`config.mk`:
```
export PLATFORM = sky130hd
export DESIGN_NAME = inverter_remote_register_input
export DESIGN_NICKNAME = d
export VERILOG_FILES = /design/src/rtl/remote_register_input_pkg.sv /design/src/rtl/inverter_remote_register_input.sv
export VERILOG_INCLUDE_DIRS = /design/src /design/src/rtl
export SDC_FILE = /design/constraint.sdc
export NUM_CORES = 1
export LEC_CHECK = 0
export ABC_CLOCK_PERIOD_IN_PS = 2500
export BUFFER_PORTS_ARGS = -buffer_cell sky130_fd_sc_hd__buf_2
export CORE_AREA = 2 2 208 210
export CTS_CLUSTER_DIAMETER = 120
export CTS_CLUSTER_SIZE = 28
export DETAILED_ROUTE_END_ITERATION = 8
export DIE_AREA = 0 0 210 212
export GPL_ROUTABILITY_DRIVEN = 1
export GPL_TIMING_DRIVEN = 0
export PLACE_DENSITY = 0.54
export RECOVER_POWER = 100
export SYNTH_ARGS = -nofsm -noshare
export SYNTH_HDL_FRONTEND = slang
export SYNTH_SLANG_ARGS = --single-unit
```
`constraint.sdc`:
```
create_clock -name core_clk -period 2.5 [get_ports core_clk]
set_clock_uncertainty 0.1 [all_clocks]
set_input_delay 0.5 -clock core_clk [delete_from_list [all_inputs] [get_ports core_clk]]
set_output_delay 0.5 -clock core_clk [all_outputs]
set_load 0.005 [all_outputs]
```
`src/rtl/remote_register_input_regs.svh`:
```
// Constants for the remote register input block
`ifndef REMOTE_REGISTER_INPUT_REGS_SVH
`define REMOTE_REGISTER_INPUT_REGS_SVH
`define WORD_W 16
`define FREQ_MAX 16'hE678
`define PID_MAX 16'h2710
`define LAYOUT_0 8'h00
`define LAYOUT_1 8'h01
`define LAYOUT_12 8'h0C
`define LAYOUT_14 8'h0E
`define LAYOUT_18 8'h12
`define FAULT_LAST_IDX 8'h09
`define MON_ITEMS 6
`endif

```
`src/rtl/remote_register_input_pkg.sv`:
```
// Types for the remote register input block
package remote_register_input_pkg;
  typedef logic [15:0] word_t;
  typedef logic [7:0] byte_t;
endpackage

```
`src/rtl/inverter_remote_register_input.sv`:
```
// Master-to-drive remote register word interface with request/done handshakes
// What this block does
// - Word meanings hold only for layout selection 0, 1, 12, 14 or 18.
// - Monitor request latches results for monitor codes 1 and 2 into result words 0, 1.
// - Volatile request writes frequency to volatile store; nonvolatile request writes both.
// - Master loads frequency first, sets write request; drive raises matching done bit.
// - Set frequency is unsigned 0.01 Hz steps, at most 59000.
// - Instruction code in word 2 runs only once execute request rises.
// - Drive sets instruction done bit in the same cycle as the one-cycle instruction strobe.
// - Upper 8 bits of instruction word are the link extended setting field.
// - Operand word 3 is loaded with word 2 before execute request.
// - Monitor request latches results for codes 3 to 6 into result words 4 to 7.
// - Word 8 upper byte picks fault record, 00 latest to 09 tenth latest.
// - Fault index 0A to FF returns zero instead of a record.
// - Word 9 holds PID set point 0 to 100.00 percent.
// - Clearing a frequency write request clears its done bit.
// - Clearing the execute request clears the instruction done bit.
`timescale 1ns/1ns
`include "remote_register_input_regs.svh"
module inverter_remote_register_input (
  input wire logic core_clk,
  input wire logic reset_n,
  input wire remote_register_input_pkg::byte_t layout_select_param,
  input wire remote_register_input_pkg::word_t monitor_select_1_2,
  input wire remote_register_input_pkg::word_t frequency_setpoint,
  input wire remote_register_input_pkg::word_t instruction_word,
  input wire remote_register_input_pkg::word_t instruction_operand,
  input wire remote_register_input_pkg::word_t monitor_select_3,
  input wire remote_register_input_pkg::word_t monitor_select_4,
  input wire remote_register_input_pkg::word_t monitor_select_5,
  input wire remote_register_input_pkg::word_t monitor_select_6,
  input wire remote_register_input_pkg::word_t fault_history_index,
  input wire remote_register_input_pkg::word_t pid_setpoint,
  input wire logic monitor_request_bit,
  input wire logic volatile_write_request_bit,
  input wire logic nonvolatile_write_request_bit,
  input wire logic instruction_execute_request_bit,
  input wire remote_register_input_pkg::word_t monitor_data_1,
  input wire remote_register_input_pkg::word_t monitor_data_2,
  input wire remote_register_input_pkg::word_t monitor_data_3,
  input wire remote_register_input_pkg::word_t monitor_data_4,
  input wire remote_register_input_pkg::word_t monitor_data_5,
  input wire remote_register_input_pkg::word_t monitor_data_6,
  input wire remote_register_input_pkg::word_t fault_record_data,
  output logic layout_valid,
  output remote_register_input_pkg::word_t monitor_code_12_q,
  output remote_register_input_pkg::word_t monitor_code_3456_q,
  output remote_register_input_pkg::byte_t monitor_code_sel_q,
  output remote_register_input_pkg::word_t monitor_result_word_0,
  output remote_register_input_pkg::word_t monitor_result_word_1,
  output remote_register_input_pkg::word_t monitor_result_word_4,
  output remote_register_input_pkg::word_t monitor_result_word_5,
  output remote_register_input_pkg::word_t monitor_result_word_6,
  output remote_register_input_pkg::word_t monitor_result_word_7,
  output logic monitor_done_bit,
  output remote_register_input_pkg::word_t freq_volatile_q,
  output remote_register_input_pkg::word_t freq_nonvolatile_q,
  output logic freq_range_error_q,
  output logic volatile_write_done_bit,
  output logic nonvolatile_write_done_bit,
  output remote_register_input_pkg::byte_t link_ext_setting_q,
  output remote_register_input_pkg::byte_t instruction_code_q,
  output remote_register_input_pkg::word_t instruction_data_q,
  output logic instruction_strobe_q,
  output logic instruction_done_bit,
  output remote_register_input_pkg::byte_t fault_select_q,
  output remote_register_input_pkg::word_t fault_result_q,
  output remote_register_input_pkg::word_t pid_setpoint_q,
  output logic pid_range_error_q
);
  import remote_register_input_pkg::*;

  // Done level: set by an accepted rise, held while the request stays high, cleared when it drops
  function automatic logic done_next(input logic level, input logic done_now, input logic act);
    return level && (done_now || act);
  endfunction

  // Shared range test; a word above its limit is rejected, not clamped
  function automatic logic within_max(input word_t value, input word_t limit);
    return value <= limit;
  endfunction

  // Only these layout selections give the command words their meaning
  function automatic logic layout_allowed(input byte_t sel);
    return (sel == `LAYOUT_0) || (sel == `LAYOUT_1) || (sel == `LAYOUT_12) ||
           (sel == `LAYOUT_14) || (sel == `LAYOUT_18);
  endfunction

  // Request bits arrive from the network side: three-stage sync, act when stages 2 and 3 agree
  logic [3:0] req_s1_q;
  logic [3:0] req_s2_q;
  logic [3:0] req_s3_q;
  logic [3:0] req_q;
  logic [3:0] req_raw;
  assign req_raw = {instruction_execute_request_bit, nonvolatile_write_request_bit,
                    volatile_write_request_bit, monitor_request_bit};

  always_ff @(posedge core_clk or negedge reset_n)
  begin
    if (!reset_n)
    begin
      req_s1_q <= 4'h0;
      req_s2_q <= 4'h0;
      req_s3_q <= 4'h0;
    end
    else
    begin
      req_s1_q <= req_raw;
      req_s2_q <= req_s1_q;
      req_s3_q <= req_s2_q;
    end
  end

  logic [3:0] agree;
  logic [3:0] req_d;
  assign agree = ~(req_s2_q ^ req_s3_q);
  assign req_d = (agree & req_s3_q) | (~agree & req_q);

  always_ff @(posedge core_clk or negedge reset_n)
  begin
    if (!reset_n)
      req_q <= 4'h0;
    else
      req_q <= req_d;
  end

  logic [3:0] rise;
  assign rise = req_d & ~req_q;

  logic layout_ok;
  assign layout_ok = layout_allowed(layout_select_param);

  logic act_mon;
  logic act_vol;
  logic act_nvol;
  logic act_ins;
  assign act_mon = rise[0] && layout_ok;
  assign act_vol = rise[1] && layout_ok;
  assign act_nvol = rise[2] && layout_ok;
  assign act_ins = rise[3] && layout_ok;

  logic freq_ok;
  assign freq_ok = within_max(frequency_setpoint, `FREQ_MAX);
  logic pid_ok;
  assign pid_ok = within_max(pid_setpoint, `PID_MAX);
  byte_t fault_idx;
  assign fault_idx = fault_history_index[15:8];
  word_t fault_value;
  assign fault_value = (fault_idx > `FAULT_LAST_IDX) ? 16'h0000 : fault_record_data;

  always_ff @(posedge core_clk or negedge reset_n)
  begin
    if (!reset_n)
    begin
      layout_valid <= 1'b0;
      monitor_code_12_q <= 16'h0000;
      monitor_code_3456_q <= 16'h0000;
      monitor_code_sel_q <= 8'h00;
      monitor_result_word_0 <= 16'h0000;
      monitor_result_word_1 <= 16'h0000;
      monitor_result_word_4 <= 16'h0000;
      monitor_result_word_5 <= 16'h0000;
      monitor_result_word_6 <= 16'h0000;
      monitor_result_word_7 <= 16'h0000;
      monitor_done_bit <= 1'b0;
      fault_select_q <= 8'h00;
      fault_result_q <= 16'h0000;
      pid_setpoint_q <= 16'h0000;
      pid_range_error_q <= 1'b0;
    end
    else
    begin
      layout_valid <= layout_ok;
      if (act_mon)
      begin
        monitor_code_12_q <= monitor_select_1_2;
        monitor_code_3456_q <= monitor_select_3;
        monitor_code_sel_q <= {monitor_select_6[3:0], monitor_select_5[3:0]} ^ monitor_select_4[7:0];
        monitor_result_word_0 <= monitor_data_1;
        monitor_result_word_1 <= monitor_data_2;
        monitor_result_word_4 <= monitor_data_3;
        monitor_result_word_5 <= monitor_data_4;
        monitor_result_word_6 <= monitor_data_5;
        monitor_result_word_7 <= monitor_data_6;
        fault_select_q <= fault_idx;
        fault_result_q <= fault_value;
        if (pid_ok)
          pid_setpoint_q <= pid_setpoint;
        pid_range_error_q <= !pid_ok;
      end
      monitor_done_bit <= done_next(req_d[0], monitor_done_bit, act_mon);
    end
  end

  always_ff @(posedge core_clk or negedge reset_n)
  begin
    if (!reset_n)
    begin
      freq_volatile_q <= 16'h0000;
      freq_nonvolatile_q <= 16'h0000;
      freq_range_error_q <= 1'b0;
      volatile_write_done_bit <= 1'b0;
      nonvolatile_write_done_bit <= 1'b0;
    end
    else
    begin
      if ((act_vol || act_nvol) && freq_ok)
        freq_volatile_q <= frequency_setpoint;
      if (act_nvol && freq_ok)
        freq_nonvolatile_q <= frequency_setpoint;
      if (act_vol || act_nvol)
        freq_range_error_q <= !freq_ok;
      volatile_write_done_bit <= done_next(req_d[1], volatile_write_done_bit, act_vol);
      nonvolatile_write_done_bit <= done_next(req_d[2], nonvolatile_write_done_bit, act_nvol);
    end
  end

  always_ff @(posedge core_clk or negedge reset_n)
  begin
    if (!reset_n)
    begin
      link_ext_setting_q <= 8'h00;
      instruction_code_q <= 8'h00;
      instruction_data_q <= 16'h0000;
      instruction_strobe_q <= 1'b0;
      instruction_done_bit <= 1'b0;
    end
    else
    begin
      if (act_ins)
      begin
        link_ext_setting_q <= instruction_word[15:8];
        instruction_code_q <= instruction_word[7:0];
        instruction_data_q <= instruction_operand;
      end
      instruction_strobe_q <= act_ins;
      instruction_done_bit <= done_next(req_d[3], instruction_done_bit, act_ins);
    end
  end
endmodule

```
==> reports/qor.csv, run 1 <==
metric,value,unit
status,completed,
syn_nets,1223,
WL final,31600,um
ranking of synthesized cells by area,"dfrtp_1 (66%), nand2_1 (17%), mux2_1 (4.6%)",
number of nets in the layout,1741,
pre-CTS WS,-941,ps
fin util,31.6,%
grt ovf,0,
largest net degree at the start of global routing,114,
max-slew violations,0,
Port Buffer Count,493,
worst hold-check slack,75.0,ps
drt via density,4.14,
ANT nets after route,0,
crit path kind,in2reg,
Clock transition at path regs,110,ps
placed inst area,0.0133,mm^2
clk sinks,264,
cell area after layout,0.0134,mm^2
Tcrit/Tclk final,92.8,%
Clock Latency Late Sink,490,ps
Synth Register Bits,264,
CTS Buffer Depth,3,
HPWL Detailed,24500,um
Relative slew margins,21.3,%
most frequent cell after synthesis,nand2_1,
vias post-DR,8292,
fmax,431,MHz
DRC viols,0,
CTS tree,yes,
"Power, Total",8.10,mW
die area,0.0445,mm^2
Critical Path Start Type,input port,
Post-Syn Area,0.0100,mm^2
H-tree levels,1,
area share of the largest cell type after synthesis,65.8,%
synth cell count leaders,"nand2_1 (466), dfrtp_1 (264), mux2_1 (41), clkbuf_1 (25), mux2_2 (25)",
Syn-to-layout area delta,33.7,%
Synth Area per Inst,10.7,um^2
RSZ-0062 raised after global routing,no,
max cap viols,0,
Core Box Area,0.0425,mm^2
Worst EP arrival,2600,ps
measured slew at the worst slew-check pin,1180,ps
vias in the first global route,8237,
min Tclk post-route,2320,ps
DRT iter0 DRCs,453,
Layout Cells excl Fill,2001,
PwrDens,603,mW/mm^2
# diodes,0,
number of buffers created by CTS,13,
Syn Inst Count,937,
final setup margin,181,ps
All-Layer GR Usage,13.7,%
Crit path required time,2780,ps
placed insts,1978,
final setup TNS,0,ps
Synth cell types,36,
CP Capture Type,flop,
Final Hold Viols,0,
die width,210,um
sequential cell area fraction in the yosys report,65.8,%
Placer Congestion,0.810,
"Top FF cell, synth",dfrtp_1,
Syn. warnings,0,
CP Max Fanout,10,
Initial Util,23.6,%
ys async rst share,100,%
chip height,212,um
antenna violations before repair,1,
min-delay worst type,in2reg,
Pleak,7.45,nW
CTS root buf,clkbuf_16,
Wirelength per Cell,15.8,um
first-pass GRT wire length,47500,um
final setup vio count,0,
share of cells above drive strength 1,26.3,%
Max VDD drop,0.465,mV
Yosys top cell by area,dfrtp_1,
I/O pin count,534,
row cnt,76,
number of flops mapped to enable cells by yosys,0,
DR pass1 iterations,5,
report_power, final:
part	switching [mW]	internal, mW
clock	1.39	1.06
sequential	0.161	4.57
combinational	0.482	0.434
timing repair:
action / 4_1_cts / 5_1_grt
pin swaps: 0 / 2
resized for setup: 2 / 3
setup buffers: 0 / 3
setup endpoints to repair: 108 / 32
hold buffers: 5 / 0
endpoints found under the hold margin: 44 / 0
worst max-delay path: stages:
cell and delay [ps]:
buf_2 130, or3b_2 480, o31ai_4 130, o211ai_4 200, a21oi_4 290, clkbuf_1 490
mux2_1 380
layout by cell type, fill, tap and decap left out, types with 2 or more instances in the layout:
master           n
a211oi_1         2
mux2_2          25
clkbuf_16       13
mux2_4           4
clkbuf_2        12
dfrtp_1        264
o21ai_0         16
buf_1            2
xnor2_1          8
buf_4            4
nor2b_1          3
o211ai_1         2
nand3_1         18
nor4_1           6
dlygate4sd3_1    5
nand4_1          4
nand2b_1         2
a21oi_1          2
buf_16           2
buf_2          314
nor2_1           7
o211a_1          2
mux2_1          47
clkbuf_1       208
nand2_1        466
state kept, by name, summed over array words and instances, names as in the netlist, 16 cells and up:
signal / count
instruction_data_q: 16
monitor_result_word_0: 16
monitor_result_word_6: 16
monitor_code_3456_q: 16
freq_nonvolatile_q: 16
monitor_result_word_1: 16
monitor_result_word_5: 16
freq_volatile_q: 16
monitor_result_word_7: 16
monitor_code_12_q: 16
pid_setpoint_q: 16
fault_result_q: 16
monitor_result_word_4: 16
layout make-up:
cell class	count	area, um^2
Inverter	1	3.75
Timing Repair Buffer	503	2370
Buffer	45	196
Tap cell	546	683
Fill cell	4563	29100
Multi-Input combinational cell	627	3210
Sequential cell	264	6610
Clock inverter	2	46.3
Clock buffer	13	325
final timing paths:
kind                                        start                     to  slack [ps]  depth (start not counted)
setup / recovery           layout_select_param[3]      pid_setpoint_q[8]         180                          7
hold / removal             fault_history_index[8]      fault_select_q[0]          70                          3
setup reg to reg                      req_s2_q[0]      pid_setpoint_q[8]         240                          6
hold reg to reg                       req_s1_q[0]            req_s2_q[0]         260                          0
max in group asynchronous                 reset_n      fault_result_q[5]         430                          3
min in group asynchronous                 reset_n  freq_nonvolatile_q[4]         670                          2
metal layers:
metal	track usage, %	up-vias	part of all wire [%]
met5	0	-	0.041
met4	2.98	2	1.5
met3	3.23	26	7.0
met2	23.9	295	49
met1	17.2	3971	42
li1	-	3998	-
cells by family (layout without fill, tap and decap cells):
| family | count (synthesis) | in the layout | synth area share, % |
|---|---|---|---|
| xor gates and xnor gates | 8 | 8 | 0.697 |
| AOI/OAI and AO/OA | 32 | 32 | 2.57 |
| buffers and inverters | 46 | 564 | 2.13 |
| muxes | 76 | 76 | 8.89 |
| DFF | 264 | 264 | 65.8 |
| and+or+nand+nor | 511 | 511 | 20.0 |
(Power assumes the default switching activity.)
==> inputs of run 2 (changes only) <==
--- a/config.mk
+++ b/config.mk
@@ -6,16 +6,17 @@
 export SDC_FILE = /design/constraint.sdc
 export NUM_CORES = 1
 export LEC_CHECK = 0
-export ABC_CLOCK_PERIOD_IN_PS = 2500
 export BUFFER_PORTS_ARGS = -buffer_cell sky130_fd_sc_hd__buf_2
-export CORE_AREA = 2 2 208 210
+export CELL_PAD_IN_SITES_DETAIL_PLACEMENT = 0
+export CELL_PAD_IN_SITES_GLOBAL_PLACEMENT = 1
+export CORE_AREA = 2 2 206 208
 export CTS_CLUSTER_DIAMETER = 120
 export CTS_CLUSTER_SIZE = 28
 export DETAILED_ROUTE_END_ITERATION = 8
-export DIE_AREA = 0 0 210 212
+export DIE_AREA = 0 0 208 210
 export GPL_ROUTABILITY_DRIVEN = 1
 export GPL_TIMING_DRIVEN = 0
-export PLACE_DENSITY = 0.54
+export PLACE_DENSITY = 0.68
 export RECOVER_POWER = 100
 export SYNTH_ARGS = -nofsm -noshare
 export SYNTH_HDL_FRONTEND = slang
==> reports/qor.csv, run 2 (same netlist as run 1, synthesis figures left out) <==
metric,value,unit,change
antenna violations before repair,3,,+2
share of cells above drive strength 1,26.4,%,+0.051 points
Relative slew margins,23.5,%,+2.1 points
WL final,32900,um,+4.3%
DR WL met2,16500,um,+6.0%
"Power, Total",8.14,mW,+0.53%
measured slew at the worst slew-check pin,1150,ps,-32.2 ps
Wirelength per Cell,16.5,um,+4.5%
max cap viols,0,,unchanged
Core Box Area,0.0415,mm^2,-2.4%
Max VDD drop,0.402,mV,-13%
Met1 Wirelength,13500,um,+1.0%
CTS root buf,clkbuf_16,,
Port Buffer Count,493,,unchanged
die width,208,um,-0.95%
"commonest non-fill, non-tap cells in the layout","nand2_1 (466), buf_2 (315), dfrtp_1 (264)",,
ANT nets after route,0,,unchanged
vias in the first global route,8627,,+4.7%
PwrDens,606,mW/mm^2,+0.58%
Placer Congestion,0.805,,-0.63%
final setup vio count,0,,unchanged
min Tclk post-route,2350,ps,+27.5 ps
H-tree levels,1,,unchanged
max-slew violations,0,,unchanged
Tcrit/Tclk final,93.9,%,+1.1 points
CP Capture Type,flop,,
Crit path required time,2780,ps,about the same
Worst EP arrival,2620,ps,+20 ps
number of buffers created by CTS,13,,unchanged
chip height,210,um,-0.94%
Pleak,7.47,nW,+0.19%
Syn-to-layout area delta,33.6,%,about the same
fmax,426,MHz,-1.2%
largest net degree at the start of global routing,117,,+2.6%
Initial Util,24.2,%,+0.59 points
vias post-DR,8374,,+0.99%
crit path kind,in2reg,,
DR pass1 iterations,4,,-1
Critical Path Start Type,input port,,
drt via density,4.19,,+1.2%
Clock Latency Late Sink,500,ps,about the same
CTS tree,yes,,
min-delay worst type,in2reg,,
die area,0.0437,mm^2,-1.9%
Final Hold Viols,0,,unchanged
met3 routed WL,2430,um,+10%
number of nets in the layout,1740,,-0.057%
CP Max Fanout,10,,unchanged
All-Layer GR Usage,14.8,%,+1.1 points
CTS Buffer Depth,3,,unchanged
final setup TNS,0,ps,unchanged
Clock transition at path regs,110,ps,about the same
DRT iter0 DRCs,465,,+2.6%
row cnt,75,,-1.3%
grt ovf,0,,unchanged
I/O pin count,534,,unchanged
first-pass GRT wire length,50800,um,+6.8%
status,completed,,
DR top layer,met5,,
HPWL Detailed,25400,um,+3.8%
"most common cell after layout, fill and taps aside",nand2_1,,
RSZ-0062 raised after global routing,no,,
clk sinks,264,,unchanged
DRC viols,0,,unchanged
-- run 2: final cells by class --
class                           count  area (um^2)
Clock buffer                       14          339
Timing Repair Buffer              502         2360
Buffer                             45          208
Inverter                            1         3.75
Sequential cell                   264         6610
Clock inverter                      3         43.8
Tap cell                          539          674
Fill cell                        4446        28000
Antenna cell                        2         5.00
Multi-Input combinational cell    627         3190
-- run 2: metrics by stage --
stage	hold WS, ps	setup WS [ps]	instances	utilization, %	instance area [um^2]
final	69.2	153	1997	32.4	13400
after global routing	35.5	25.6	1996	32.4	13400
after CTS	38.6	2.72	1993	33.0	13700
after detailed placement	236	-1020	1971	32.0	13300
after global placement	235	-4280	1969	31.8	13200
after floorplan	104	109	937	-	10000
-- run 2: final timing paths --
kind	to	slack, ps	depth (start not counted)	from
setup / recovery	pid_setpoint_q[12]	150	7	layout_select_param[3]
max in group asynchronous	monitor_code_3456_q[12]	470	3	reset_n
hold / removal	monitor_result_word_0[11]	70	3	monitor_data_1[11]
hold reg to reg	req_s2_q[2]	260	0	req_s1_q[2]
min in group asynchronous	freq_volatile_q[0]	650	2	reset_n
setup reg to reg	pid_setpoint_q[12]	300	6	req_s2_q[0]
-- run 2: worst max-delay path, cell delays in order --
cell	delay, ps
clkbuf_1	190
or3b_2	500
o31ai_4	130
o211ai_4	210
a21oi_2	460
buf_4	290
mux2_1	340
-- run 2: metal layers --
| metal | up-vias | global-route usage [%] |
|---|---|---|
| met5 | - | 0 |
| met4 | 4 | 3.35 |
| li1 | 4000 | - |
| met3 | 33 | 3.89 |
| met2 | 295 | 26.2 |
| met1 | 4042 | 17.9 |
-- run 2: report_power, final --
group / total (mW) / internal (mW) / switching (mW)
registers: 4.72 / 4.57 / 0.158
clock network: 2.50 / 1.10 / 1.40
logic: 0.922 / 0.429 / 0.493
total: 8.14 / 6.09 / 2.05
-- run 2: what timing repair did --
item                                    4_1_cts  5_1_grt
buffers inserted                              0        2
hold buffers                                  5        0
gates resized for setup                       3        2
pin swaps                                     0        2
endpoints found under the setup margin      108       70
hold endpoints to repair                     43        0
